--- config.mk ---
export PLATFORM = sky130hd
export DESIGN_NAME = ring_validation_timing
export DESIGN_NICKNAME = d
export VERILOG_FILES = /design/src/ring_validation_pkg.sv /design/src/ring_validation_timing.sv /design/src/tick_divider.sv
export SDC_FILE = /design/constraint.sdc
export NUM_CORES = 1
export LEC_CHECK = 0
export BUFFER_PORTS_ARGS = -buffer_cell sky130_fd_sc_hd__buf_2
export CAP_MARGIN = 0
export CORE_MARGIN = 2
export CORE_UTILIZATION = 32
export DETAILED_ROUTE_END_ITERATION = 6
export GPL_ROUTABILITY_DRIVEN = 0
export SETUP_SLACK_MARGIN = 0.5
export SYNTH_ARGS = -nofsm -noshare
export SYNTH_HDL_FRONTEND = slang
export SYNTH_SLANG_ARGS = --single-unit
--- constraint.sdc ---
create_clock -name ref_clk -period 4.41 [get_ports ref_clk]
set_input_delay 0.882 -clock ref_clk [delete_from_list [all_inputs] [get_ports ref_clk]]
set_output_delay 0.882 -clock ref_clk [all_outputs]
set_load 0.005 [all_outputs]
--- src/ring_validation_pkg.sv ---
// Shared constants for the ring validation timing block.
package ring_validation_pkg;

   // ----------------------------------------------------------------
   // Clock and timebase
   // ----------------------------------------------------------------
   localparam int CLK_PERIOD_NS = 20;
   localparam int TICK_US = 2000;
   localparam int TICK_CYCLES = TICK_US * 1000 / CLK_PERIOD_NS;
   localparam int TICK_CNT_W = 17;

   // ----------------------------------------------------------------
   // Register indices, byte address is four times the index
   // ----------------------------------------------------------------
   localparam logic [7:0] REG_CONTROL_A_IDX = 8'h16;
   localparam logic [7:0] REG_CONTROL_B_IDX = 8'h17;
   localparam logic [7:0] REG_CONTROL_C_IDX = 8'h18;
   localparam logic [7:0] REG_STATUS_IDX = 8'h19;
   localparam logic [7:0] REG_MASK_IDX = 8'h1a;
   localparam logic [7:0] REG_STATE_IDX = 8'h1b;

   // ----------------------------------------------------------------
   // Reset values
   // ----------------------------------------------------------------
   localparam logic [7:0] CONTROL_A_RESET = 8'h96;
   localparam logic [7:0] CONTROL_B_RESET = 8'h2d;
   localparam logic [7:0] CONTROL_C_RESET = 8'h19;

   // ----------------------------------------------------------------
   // Field positions
   // ----------------------------------------------------------------
   localparam int DELAY_LOW_MSB = 7;
   localparam int DELAY_LOW_LSB = 6;
   localparam int MAX_FREQ_MSB = 5;
   localparam int DELAY_HIGH_BIT = 7;
   localparam int TIMEOUT_MSB = 6;
   localparam int TIMEOUT_LSB = 3;
   localparam int CONFIRM_MSB = 2;
   localparam int ENABLE_BIT = 7;
   localparam int ASSERT_MSB = 5;
   localparam int STAT_VALID_BIT = 0;
   localparam int STAT_END_BIT = 1;
   localparam int STAT_INVALID_BIT = 2;
   localparam int STAT_W = 3;

   // ----------------------------------------------------------------
   // Times in ms and their counts of timebase ticks
   // ----------------------------------------------------------------
   localparam int DELAY_STEP_MS = 256;
   localparam int TIMEOUT_STEP_MS = 128;
   localparam int CONFIRM_MS [8] = '{100, 150, 200, 256, 384, 512, 640, 1024};
   localparam int DELAY_STEP_TICKS = DELAY_STEP_MS * 1000 / TICK_US;
   localparam int TIMEOUT_STEP_TICKS = TIMEOUT_STEP_MS * 1000 / TICK_US;
   localparam int TIME_CNT_W = 10;

   localparam logic [1:0] RESP_OKAY = 2'b00;
   localparam logic [1:0] RESP_SLVERR = 2'b10;

   typedef enum logic [1:0] {
      ST_IDLE = 2'b00,
      ST_QUAL = 2'b01,
      ST_DELAY = 2'b11,
      ST_VALID = 2'b10
   } ring_state_t;

endpackage : ring_validation_pkg

--- src/ring_validation_timing.sv ---
// Ring validation timing with an AXI4-Lite register slave and interrupt.
`timescale 1ns/100ps

// Contract
// - Each crossing reloads interval timer, decrements per tick
// - Next crossing: timer above max limit means too fast
// - Too-fast ring is invalidated, restarts qualification
// - Assertion minus max limit sets minimum spacing
// - Six-bit max limit field bounds highest frequency
// - Delay code high bit sits in register B
// - Wait selected delay before indicating valid ring
// - Ring ends after timeout without crossing
// - Timeout code steps 128 ms; zero never used
// - Frequency in range for confirm time before valid
// - Confirm code selects 100 to 1024 ms
// - Register B resets to 0010_1101
// - Crossing after timer expiry means too slow
// - Enable bit gates validation in every power mode
// - Delay low bits sit at register A 7:6
module ring_validation_timing
   import ring_validation_pkg::*;
#(
   parameter int TICK_DIVIDE = TICK_CYCLES
) (
   input wire logic ref_clk,
   input wire logic reset_n,
   input wire logic ringCrossing,
   output logic ringValid,
   output logic irq,
   input wire logic [31:0] s_axi_awaddr,
   input wire logic s_axi_awvalid,
   output logic s_axi_awready,
   input wire logic [31:0] s_axi_wdata,
   input wire logic [3:0] s_axi_wstrb,
   input wire logic s_axi_wvalid,
   output logic s_axi_wready,
   output logic [1:0] s_axi_bresp,
   output logic s_axi_bvalid,
   input wire logic s_axi_bready,
   input wire logic [31:0] s_axi_araddr,
   input wire logic s_axi_arvalid,
   output logic s_axi_arready,
   output logic [31:0] s_axi_rdata,
   output logic [1:0] s_axi_rresp,
   output logic s_axi_rvalid,
   input wire logic s_axi_rready
);

   // ----------------------------------------------------------------
   // Reset release and input synchronisers
   // ----------------------------------------------------------------
   logic rstMeta;
   logic rstN;
   logic evtMeta;
   logic evtSync;
   logic evtLast;
   logic crossing;

   always_ff @(posedge ref_clk or negedge reset_n) begin
      if (!reset_n) begin
         rstMeta <= 1'b0;
         rstN <= 1'b0;
      end else begin
         rstMeta <= 1'b1;
         rstN <= rstMeta;
      end
   end

   always_ff @(posedge ref_clk or negedge rstN) begin
      if (!rstN) begin
         evtMeta <= 1'b0;
         evtSync <= 1'b0;
         evtLast <= 1'b0;
      end else begin
         evtMeta <= ringCrossing;
         evtSync <= evtMeta;
         evtLast <= evtSync;
      end
   end

   assign crossing = evtSync & ~evtLast;

   logic tick;

   tick_divider #(.DIVIDE(TICK_DIVIDE)) u_tick (
      .clk(ref_clk),
      .rstN(rstN),
      .tick(tick)
   );

   // ----------------------------------------------------------------
   // Registers
   // ----------------------------------------------------------------
   logic [7:0] controlA;
   logic [7:0] controlB;
   logic [7:0] controlC;
   logic [STAT_W-1:0] status;
   logic [STAT_W-1:0] mask;
   logic [STAT_W-1:0] eventSet;

   logic [5:0] maxFreqLimit;
   logic [5:0] assertTime;
   logic [2:0] validIndicateDelay;
   logic [3:0] ringEndTimeout;
   logic [2:0] confirmTimeSel;
   logic validationEnable;

   assign maxFreqLimit = controlA[MAX_FREQ_MSB:0];
   assign validIndicateDelay = {controlB[DELAY_HIGH_BIT],
                                controlA[DELAY_LOW_MSB:DELAY_LOW_LSB]};
   assign ringEndTimeout = controlB[TIMEOUT_MSB:TIMEOUT_LSB];
   assign confirmTimeSel = controlB[CONFIRM_MSB:0];
   assign validationEnable = controlC[ENABLE_BIT];
   assign assertTime = controlC[ASSERT_MSB:0];

   // ----------------------------------------------------------------
   // AXI4-Lite write channel
   // ----------------------------------------------------------------
   logic awHeld;
   logic wHeld;
   logic [7:0] wIndex;
   logic [7:0] wByte;
   logic wByteEn;
   logic doWrite;
   logic wMapped;

   assign doWrite = awHeld & wHeld & ~s_axi_bvalid;
   assign wMapped = (wIndex >= REG_CONTROL_A_IDX) && (wIndex <= REG_STATE_IDX);

   always_ff @(posedge ref_clk or negedge rstN) begin
      if (!rstN) begin
         s_axi_awready <= 1'b0;
         awHeld <= 1'b0;
         wIndex <= '0;
      end else if (s_axi_awready && s_axi_awvalid) begin
         s_axi_awready <= 1'b0;
         awHeld <= 1'b1;
         wIndex <= s_axi_awaddr[9:2];
      end else begin
         if (doWrite) awHeld <= 1'b0;
         if (!awHeld && !s_axi_bvalid && !s_axi_awready) s_axi_awready <= 1'b1;
      end
   end

   always_ff @(posedge ref_clk or negedge rstN) begin
      if (!rstN) begin
         s_axi_wready <= 1'b0;
         wHeld <= 1'b0;
         wByte <= '0;
         wByteEn <= 1'b0;
      end else if (s_axi_wready && s_axi_wvalid) begin
         s_axi_wready <= 1'b0;
         wHeld <= 1'b1;
         wByte <= s_axi_wdata[7:0];
         wByteEn <= s_axi_wstrb[0];
      end else begin
         if (doWrite) wHeld <= 1'b0;
         if (!wHeld && !s_axi_bvalid && !s_axi_wready) s_axi_wready <= 1'b1;
      end
   end

   always_ff @(posedge ref_clk or negedge rstN) begin
      if (!rstN) begin
         s_axi_bvalid <= 1'b0;
         s_axi_bresp <= RESP_OKAY;
      end else if (doWrite) begin
         s_axi_bvalid <= 1'b1;
         s_axi_bresp <= wMapped ? RESP_OKAY : RESP_SLVERR;
      end else if (s_axi_bready) begin
         s_axi_bvalid <= 1'b0;
      end
   end

   always_ff @(posedge ref_clk or negedge rstN) begin
      if (!rstN) begin
         controlA <= CONTROL_A_RESET;
         controlB <= CONTROL_B_RESET;
         controlC <= CONTROL_C_RESET;
         mask <= '0;
      end else if (doWrite && wByteEn) begin
         case (wIndex)
            REG_CONTROL_A_IDX: controlA <= wByte;
            REG_CONTROL_B_IDX: controlB <= wByte;
            REG_CONTROL_C_IDX: controlC <= {wByte[7], 1'b0, wByte[5:0]};
            REG_MASK_IDX: mask <= wByte[STAT_W-1:0];
            default: ;
         endcase
      end
   end

   // Hardware set wins over a one-to-clear landing in the same cycle.
   logic [STAT_W-1:0] clearBits;

   assign clearBits = (doWrite && wByteEn && wIndex == REG_STATUS_IDX) ?
                      wByte[STAT_W-1:0] : '0;

   always_ff @(posedge ref_clk or negedge rstN) begin
      if (!rstN) status <= '0;
      else status <= (status & ~clearBits) | eventSet;
   end

   always_ff @(posedge ref_clk or negedge rstN) begin
      if (!rstN) irq <= 1'b0;
      else irq <= |(((status & ~clearBits) | eventSet) & mask);
   end

   // ----------------------------------------------------------------
   // AXI4-Lite read channel
   // ----------------------------------------------------------------
   ring_state_t state;
   logic [7:0] rIndex;
   logic [7:0] readByte;
   logic readMapped;

   assign rIndex = s_axi_araddr[9:2];

   always_comb begin
      readByte = '0;
      readMapped = 1'b1;
      case (rIndex)
         REG_CONTROL_A_IDX: readByte = controlA;
         REG_CONTROL_B_IDX: readByte = controlB;
         REG_CONTROL_C_IDX: readByte = controlC;
         REG_STATUS_IDX: readByte = {5'h00, status};
         REG_MASK_IDX: readByte = {5'h00, mask};
         REG_STATE_IDX: readByte = {5'h00, ringValid, state};
         default: readMapped = 1'b0;
      endcase
   end

   always_ff @(posedge ref_clk or negedge rstN) begin
      if (!rstN) begin
         s_axi_arready <= 1'b0;
         s_axi_rvalid <= 1'b0;
         s_axi_rdata <= '0;
         s_axi_rresp <= RESP_OKAY;
      end else if (s_axi_arready && s_axi_arvalid) begin
         s_axi_arready <= 1'b0;
         s_axi_rvalid <= 1'b1;
         s_axi_rdata <= {24'h000000, readByte};
         s_axi_rresp <= readMapped ? RESP_OKAY : RESP_SLVERR;
      end else begin
         if (s_axi_rvalid && s_axi_rready) s_axi_rvalid <= 1'b0;
         if (!s_axi_rvalid && !s_axi_arready) s_axi_arready <= 1'b1;
      end
   end

   // ----------------------------------------------------------------
   // Ring qualification
   // ----------------------------------------------------------------
   logic [5:0] intervalTimer;
   logic [TIME_CNT_W-1:0] confirmCount;
   logic [TIME_CNT_W-1:0] delayCount;
   logic [TIME_CNT_W-1:0] sinceCrossing;
   logic [TIME_CNT_W-1:0] confirmTicks;
   logic [TIME_CNT_W-1:0] delayTicks;
   logic [TIME_CNT_W-1:0] timeoutTicks;
   logic tooFast;
   logic tooSlow;
   logic ringOver;

   always_comb begin
      confirmTicks = '0;
      for (int i = 0; i < 8; i++) begin
         if (confirmTimeSel == 3'(i)) confirmTicks = TIME_CNT_W'(CONFIRM_MS[i] * 1000 / TICK_US);
      end
   end

   // Codes between the listed delays follow the same 256 ms step.
   assign delayTicks = TIME_CNT_W'(validIndicateDelay * DELAY_STEP_TICKS);
   // Code zero is forbidden; it is held at the first step rather than an instant end.
   assign timeoutTicks = TIME_CNT_W'(((ringEndTimeout == 4'h0) ? 4'h1 : ringEndTimeout)
                                     * TIMEOUT_STEP_TICKS);

   // The window between the two limits is the accepted spacing.
   assign tooFast = intervalTimer > maxFreqLimit;
   assign tooSlow = intervalTimer == 6'h00;
   assign ringOver = (state != ST_IDLE) && !crossing && (sinceCrossing >= timeoutTicks);

   always_ff @(posedge ref_clk or negedge rstN) begin
      if (!rstN) intervalTimer <= '0;
      else if (crossing) intervalTimer <= assertTime;
      else if (tick && intervalTimer != 6'h00) intervalTimer <= intervalTimer - 1'b1;
   end

   always_ff @(posedge ref_clk or negedge rstN) begin
      if (!rstN) sinceCrossing <= '0;
      else if (crossing || state == ST_IDLE) sinceCrossing <= '0;
      else if (tick && sinceCrossing != '1) sinceCrossing <= sinceCrossing + 1'b1;
   end

   always_ff @(posedge ref_clk or negedge rstN) begin
      if (!rstN) begin
         state <= ST_IDLE;
         confirmCount <= '0;
         delayCount <= '0;
         ringValid <= 1'b0;
         eventSet <= '0;
      end else begin
         eventSet <= '0;
         if (!validationEnable) begin
            state <= ST_IDLE;
            ringValid <= 1'b0;
         end else if (ringOver) begin
            state <= ST_IDLE;
            ringValid <= 1'b0;
            eventSet[STAT_END_BIT] <= 1'b1;
         end else begin
            case (state)
               ST_IDLE: begin
                  confirmCount <= '0;
                  if (crossing) state <= ST_QUAL;
               end
               ST_QUAL: begin
                  if (crossing && (tooFast || tooSlow)) begin
                     confirmCount <= '0;
                     eventSet[STAT_INVALID_BIT] <= 1'b1;
                  end else if (confirmCount >= confirmTicks) begin
                     delayCount <= '0;
                     state <= ST_DELAY;
                  end else if (tick) begin
                     confirmCount <= confirmCount + 1'b1;
                  end
               end
               ST_DELAY: begin
                  if (delayCount >= delayTicks) begin
                     state <= ST_VALID;
                     ringValid <= 1'b1;
                     eventSet[STAT_VALID_BIT] <= 1'b1;
                  end else if (tick) begin
                     delayCount <= delayCount + 1'b1;
                  end
               end
               ST_VALID: ringValid <= 1'b1;
               default: state <= ST_IDLE;
            endcase
         end
      end
   end

endmodule : ring_validation_timing

--- src/tick_divider.sv ---
// Free-running divider that makes the slow timebase tick.
`timescale 1ns/100ps
module tick_divider
   import ring_validation_pkg::*;
#(
   parameter int DIVIDE = TICK_CYCLES
) (
   input wire logic clk,
   input wire logic rstN,
   output logic tick
);

   logic [TICK_CNT_W-1:0] count;

   // The count restarts at zero so every tick is exactly DIVIDE cycles apart.
   always_ff @(posedge clk or negedge rstN) begin
      if (!rstN) begin
         count <= '0;
         tick <= 1'b0;
      end else if (count == TICK_CNT_W'(DIVIDE - 1)) begin
         count <= '0;
         tick <= 1'b1;
      end else begin
         count <= count + 1'b1;
         tick <= 1'b0;
      end
   end

endmodule : tick_divider

==> reports/metrics.csv <==
stage;metric;value;unit
status;outcome;finished clean;
detailed_routing;post-DR vias/cell;4.934;
detailed_routing;Iteration-0 DRC Markers;281;
power;Sw Pwr;954.9;uW
clocking;post-CTS sizing;0;
floorplanning;Core Box Area;21820;sq um
power;Worst VDD drop;0.0003130;V
critical_path;critical path's largest stage delay;0.61;ns
floorplanning;Initial Util;0.3254;
clocking;CTS Buf Count;17;
final_layout;FILL cells;2174;
global_route;first-pass GRT wire length;25420;um
critical_path;crit-path max FO;14;
final_layout;Layout area overhead;14.98;%
placed_design;Detail Placement HPWL;10680;um
power;Pleak;0.003668;uW
timing;PnR worst setup slack;1.464;ns
global_route;Global Route Usage Sum;0.1358;
critical_path;Crit-path slowest cell;dfstp_2;
clocking;post-CTS setup buffer count;0;
synth;sequential fraction of the synthesis area;0.4565;
critical_path;WS Path Type;reg -> reg;
power;Cell Int Power;2550;uW
critical_path;top cell family by delay on the critical path;compound AO/OA/AOI/OAI gates;
timing;Tmin final;2.946;ns
clocking;clock buffer depth;2;
final_layout;fin nets;880;
global_route;initial antenna violation count;1;
timing;Final TNS setup;0;ns
synth;top_reg_cell synth;dfrtp_1;
synth;Synth warnings;0;
clocking;Clock Tree Root;clkbuf_16;
global_route;vias in the first global route;5035;
placed_design;worst slack at placement;1.442;ns
floorplanning;Rows;54;
synth;Syn Inst Count;686;
timing;worst-margin pin slew;0.7463;ns
global_route;final global-route overflow total;0;
global_route;largest net degree at the start of global routing;59;
synth;Synth Register Bits;129;
critical_path;Critical Path AT;3.24;ns
placed_design;I/O Buffers;49;
critical_path;Critical Path RT;4.71;ns
clocking;CTS sink cnt;129;
timing;RSZ-0062 raised after global routing;false;
timing;hold slack;0.2274;ns
power;Clock power frac;0.436;
floorplanning;IO Pins;151;
clocking;clock latency on the worst-skew pair;0.43;ns
critical_path;r2r setup slk;1.46;ns
timing;Final Hold Viols;0;
flow_run;Max-Cap Viols;0;
detailed_routing;drt first pass iters;4;
power;Sw Share;0.2724;
detailed_routing;DR vias;5077;
detailed_routing;Routed WL per cell;14.57;um
final_layout;Antenna Cells;0;
critical_path;crit path launch type;flip-flop;
synth;EDFF count, synth;0;
timing;Final Cycle Share;0.6681;
synth;number of distinct library cells after synthesis;72;
critical_path;WP buf/inv;1;
detailed_routing;Final ANT Viol Nets;0;
synth;Mapped Avg Cell Area;10.35;sq um
power;P per Cell Area;429.3;nW/um^2
timing;Worst Clk Skew;0.008574;ns
detailed_routing;Total Wirelength;15000;um
critical_path;critical path, cell by cell;nor2_1 > nand2_1 > inv_1 > ha_1 > nand2b_1 > a211oi_1 > a2bb2oi_2 > o21ba_1 > or3_1 > o21ai_1;
clocking;CTS clk-pin slew, worst paths;0.06;ns
detailed_routing;post-route DRC violation count;0;
final_layout;share of cells above drive strength 1;0.1842;
timing;Fmax;0.3394;GHz
power;Seq pwr share;0.426;
floorplanning;Die Span X;153.0;um
min_path;HP Class;in -> async;
synth;async set-reset flop share out of synthesis;1.000;
clocking;hold buffers post-CTS;0;
clocking;CTS tree;done;
clocking;H-tree levels;4;
timing;relative slew slack;0.5015;
floorplanning;Die ar.;23400;sq um
timing;final-report setup violation count;0;
timing;Final Slew Violations;0;
power;Combinational Power Share;0.137;
floorplanning;DIE HEIGHT;153.0;um
critical_path;Worst Setup End Kind;flip-flop;
synth;Mapped Area;7102;sq um
-- logic make-up (layout without fill, tap and decap cells) --
logic type,count (synthesis),after routing,synth area share
AND/OR/NAND/NOR,221,221,0.1649
flip-flops,129,129,0.4565
AO/OA/AOI/OAI,123,123,0.1214
buffers and inverters,87,125,0.06184
multiplexers,60,60,0.09637
adder cells (fa/ha/maj),36,36,0.06342
XOR/XNOR,28,28,0.03453
other,2,27,0.001057
-- synth_stat cells (all sizes together) (4+ instances only) --
| library cell | count | area, sq um |
|---|---|---|
| a211oi | 4 | 35.03 |
| a21o | 5 | 37.54 |
| a21oi | 19 | 95.09 |
| a31oi | 7 | 43.79 |
| and3 | 13 | 81.33 |
| buf | 35 | 244.0 |
| clkbuf | 10 | 37.54 |
| dfrtp | 118 | 2953 |
| dfstp | 11 | 289.0 |
| ha | 36 | 450.4 |
| inv | 42 | 157.7 |
| mux2 | 43 | 514.2 |
| mux2i | 17 | 170.2 |
| nand2 | 59 | 221.5 |
| nand2b | 8 | 50.05 |
| nand3 | 21 | 105.1 |
| nand4 | 17 | 106.4 |
| nor2 | 51 | 206.5 |
| nor2b | 6 | 37.54 |
| nor3 | 8 | 45.04 |
| nor4 | 5 | 43.79 |
| o21a | 5 | 37.54 |
| o21ai | 32 | 160.1 |
| o31ai | 16 | 145.1 |
| o32ai | 8 | 70.07 |
| or3 | 8 | 55.05 |
| xnor2 | 10 | 87.58 |
| xor2 | 18 | 157.7 |
-- power groups by stage --
| stage | sequential (uW) | clock [uW] | combinational (uW) |
|---|---|---|---|
| CTS | 1500 | 1560 | 487 |
| global route | 1520 | 1610 | 545 |
| detailed placement | 1510 | 0 | 486 |
| finish | 1490 | 1530 | 481 |
| floorplan | 1460 | 0 | 387 |
| global placement | 1510 | 0 | 471 |
-- cell type report --
class	instances	area (sq um)	share of cell area
sequential	129	3246	0.3975
multi-input combinational	495	3515	0.4304
inverter	42	157.7	0.01931
clock inverter	11	176.4	0.02161
tap	280	350.3	0.04291
clock buffer	21	460.4	0.05639
timing repair buffer	51	260.3	0.03187
-- cells in the final DEF, fill, tap and decap left out, types with 10 or more instances in the layout --
master / netlist / layout
conb_1: 2 / 27
ha_1: 36 / 36
a21oi_1: 19 / 19
o21ai_1: 15 / 15
nand2_1: 59 / 59
xnor2_1: 10 / 10
nand4_1: 17 / 17
nand3_1: 21 / 21
clkbuf_16: 0 / 17
mux2i_1: 17 / 17
nor2_1: 49 / 49
and3_1: 13 / 13
buf_2: 6 / 49
o21ai_0: 17 / 17
mux2_2: 17 / 17
dfstp_2: 11 / 11
mux2_1: 18 / 18
inv_1: 42 / 42
dfrtp_1: 118 / 117
o31ai_1: 11 / 11
xor2_1: 18 / 18
-- layer usage --
| layer | vias up | share of wire | global-route usage |
|---|---|---|---|
| met5 | - | 0 | 0 |
| met4 | 0 | 0.012 | 0.05467 |
| met3 | 14 | 0.045 | 0.03629 |
| met2 | 103 | 0.43 | 0.1990 |
| met1 | 2462 | 0.52 | 0.1907 |
| li1 | 2498 | - | - |
-- state kept, by name (all words and copies together), names as in the netlist, 2 cells and up --
| signal | flops |
|---|---|
| u_tick.count | 17 |
| confirmCount | 10 |
| delayCount | 10 |
| sinceCrossing | 10 |
| controlA | 8 |
| controlB | 8 |
| s_axi_rdata | 8 |
| wByte | 8 |
| wIndex | 8 |
| controlC | 7 |
| intervalTimer | 6 |
| eventSet | 3 |
| mask | 3 |
| status | 3 |
| state | 2 |
-- stage by stage --
stage / util / cell area, sq um / power, uW / cells
2_1_floorplan: - / 7196 / 1850 / 711
3_3_place_gp: 0.3450 / 7528 / 1983 / 997
3_5_place_dp: 0.3450 / 7528 / 2001 / 997
4_1_cts: 0.3742 / 8165 / 3538 / 1029
5_1_grt: 0.3742 / 8165 / 3678 / 1029
6_report: 0.3742 / 8165 / 3505 / 1029
-- path summary, 6_finish.rpt --
check                                         from                   endpoint  cells past startpoint
min                                        reset_n             rstN$_DFF_PN0_                      1
max reg2reg                controlB[2]$_DFFE_PN1P_  delayCount[8]$_DFFE_PN0P_                     10
max                        controlB[2]$_DFFE_PN1P_  delayCount[8]$_DFFE_PN0P_                     10
min reg2reg                      evtMeta$_DFF_PN0_          evtSync$_DFF_PN0_                      0
max in group asynchronous           rstN$_DFF_PN0_    controlB[0]$_DFFE_PN1P_                      1
min in group ref_clk             evtMeta$_DFF_PN0_          evtSync$_DFF_PN0_                      0
Note: power is estimated with default switching activity, not from simulation.
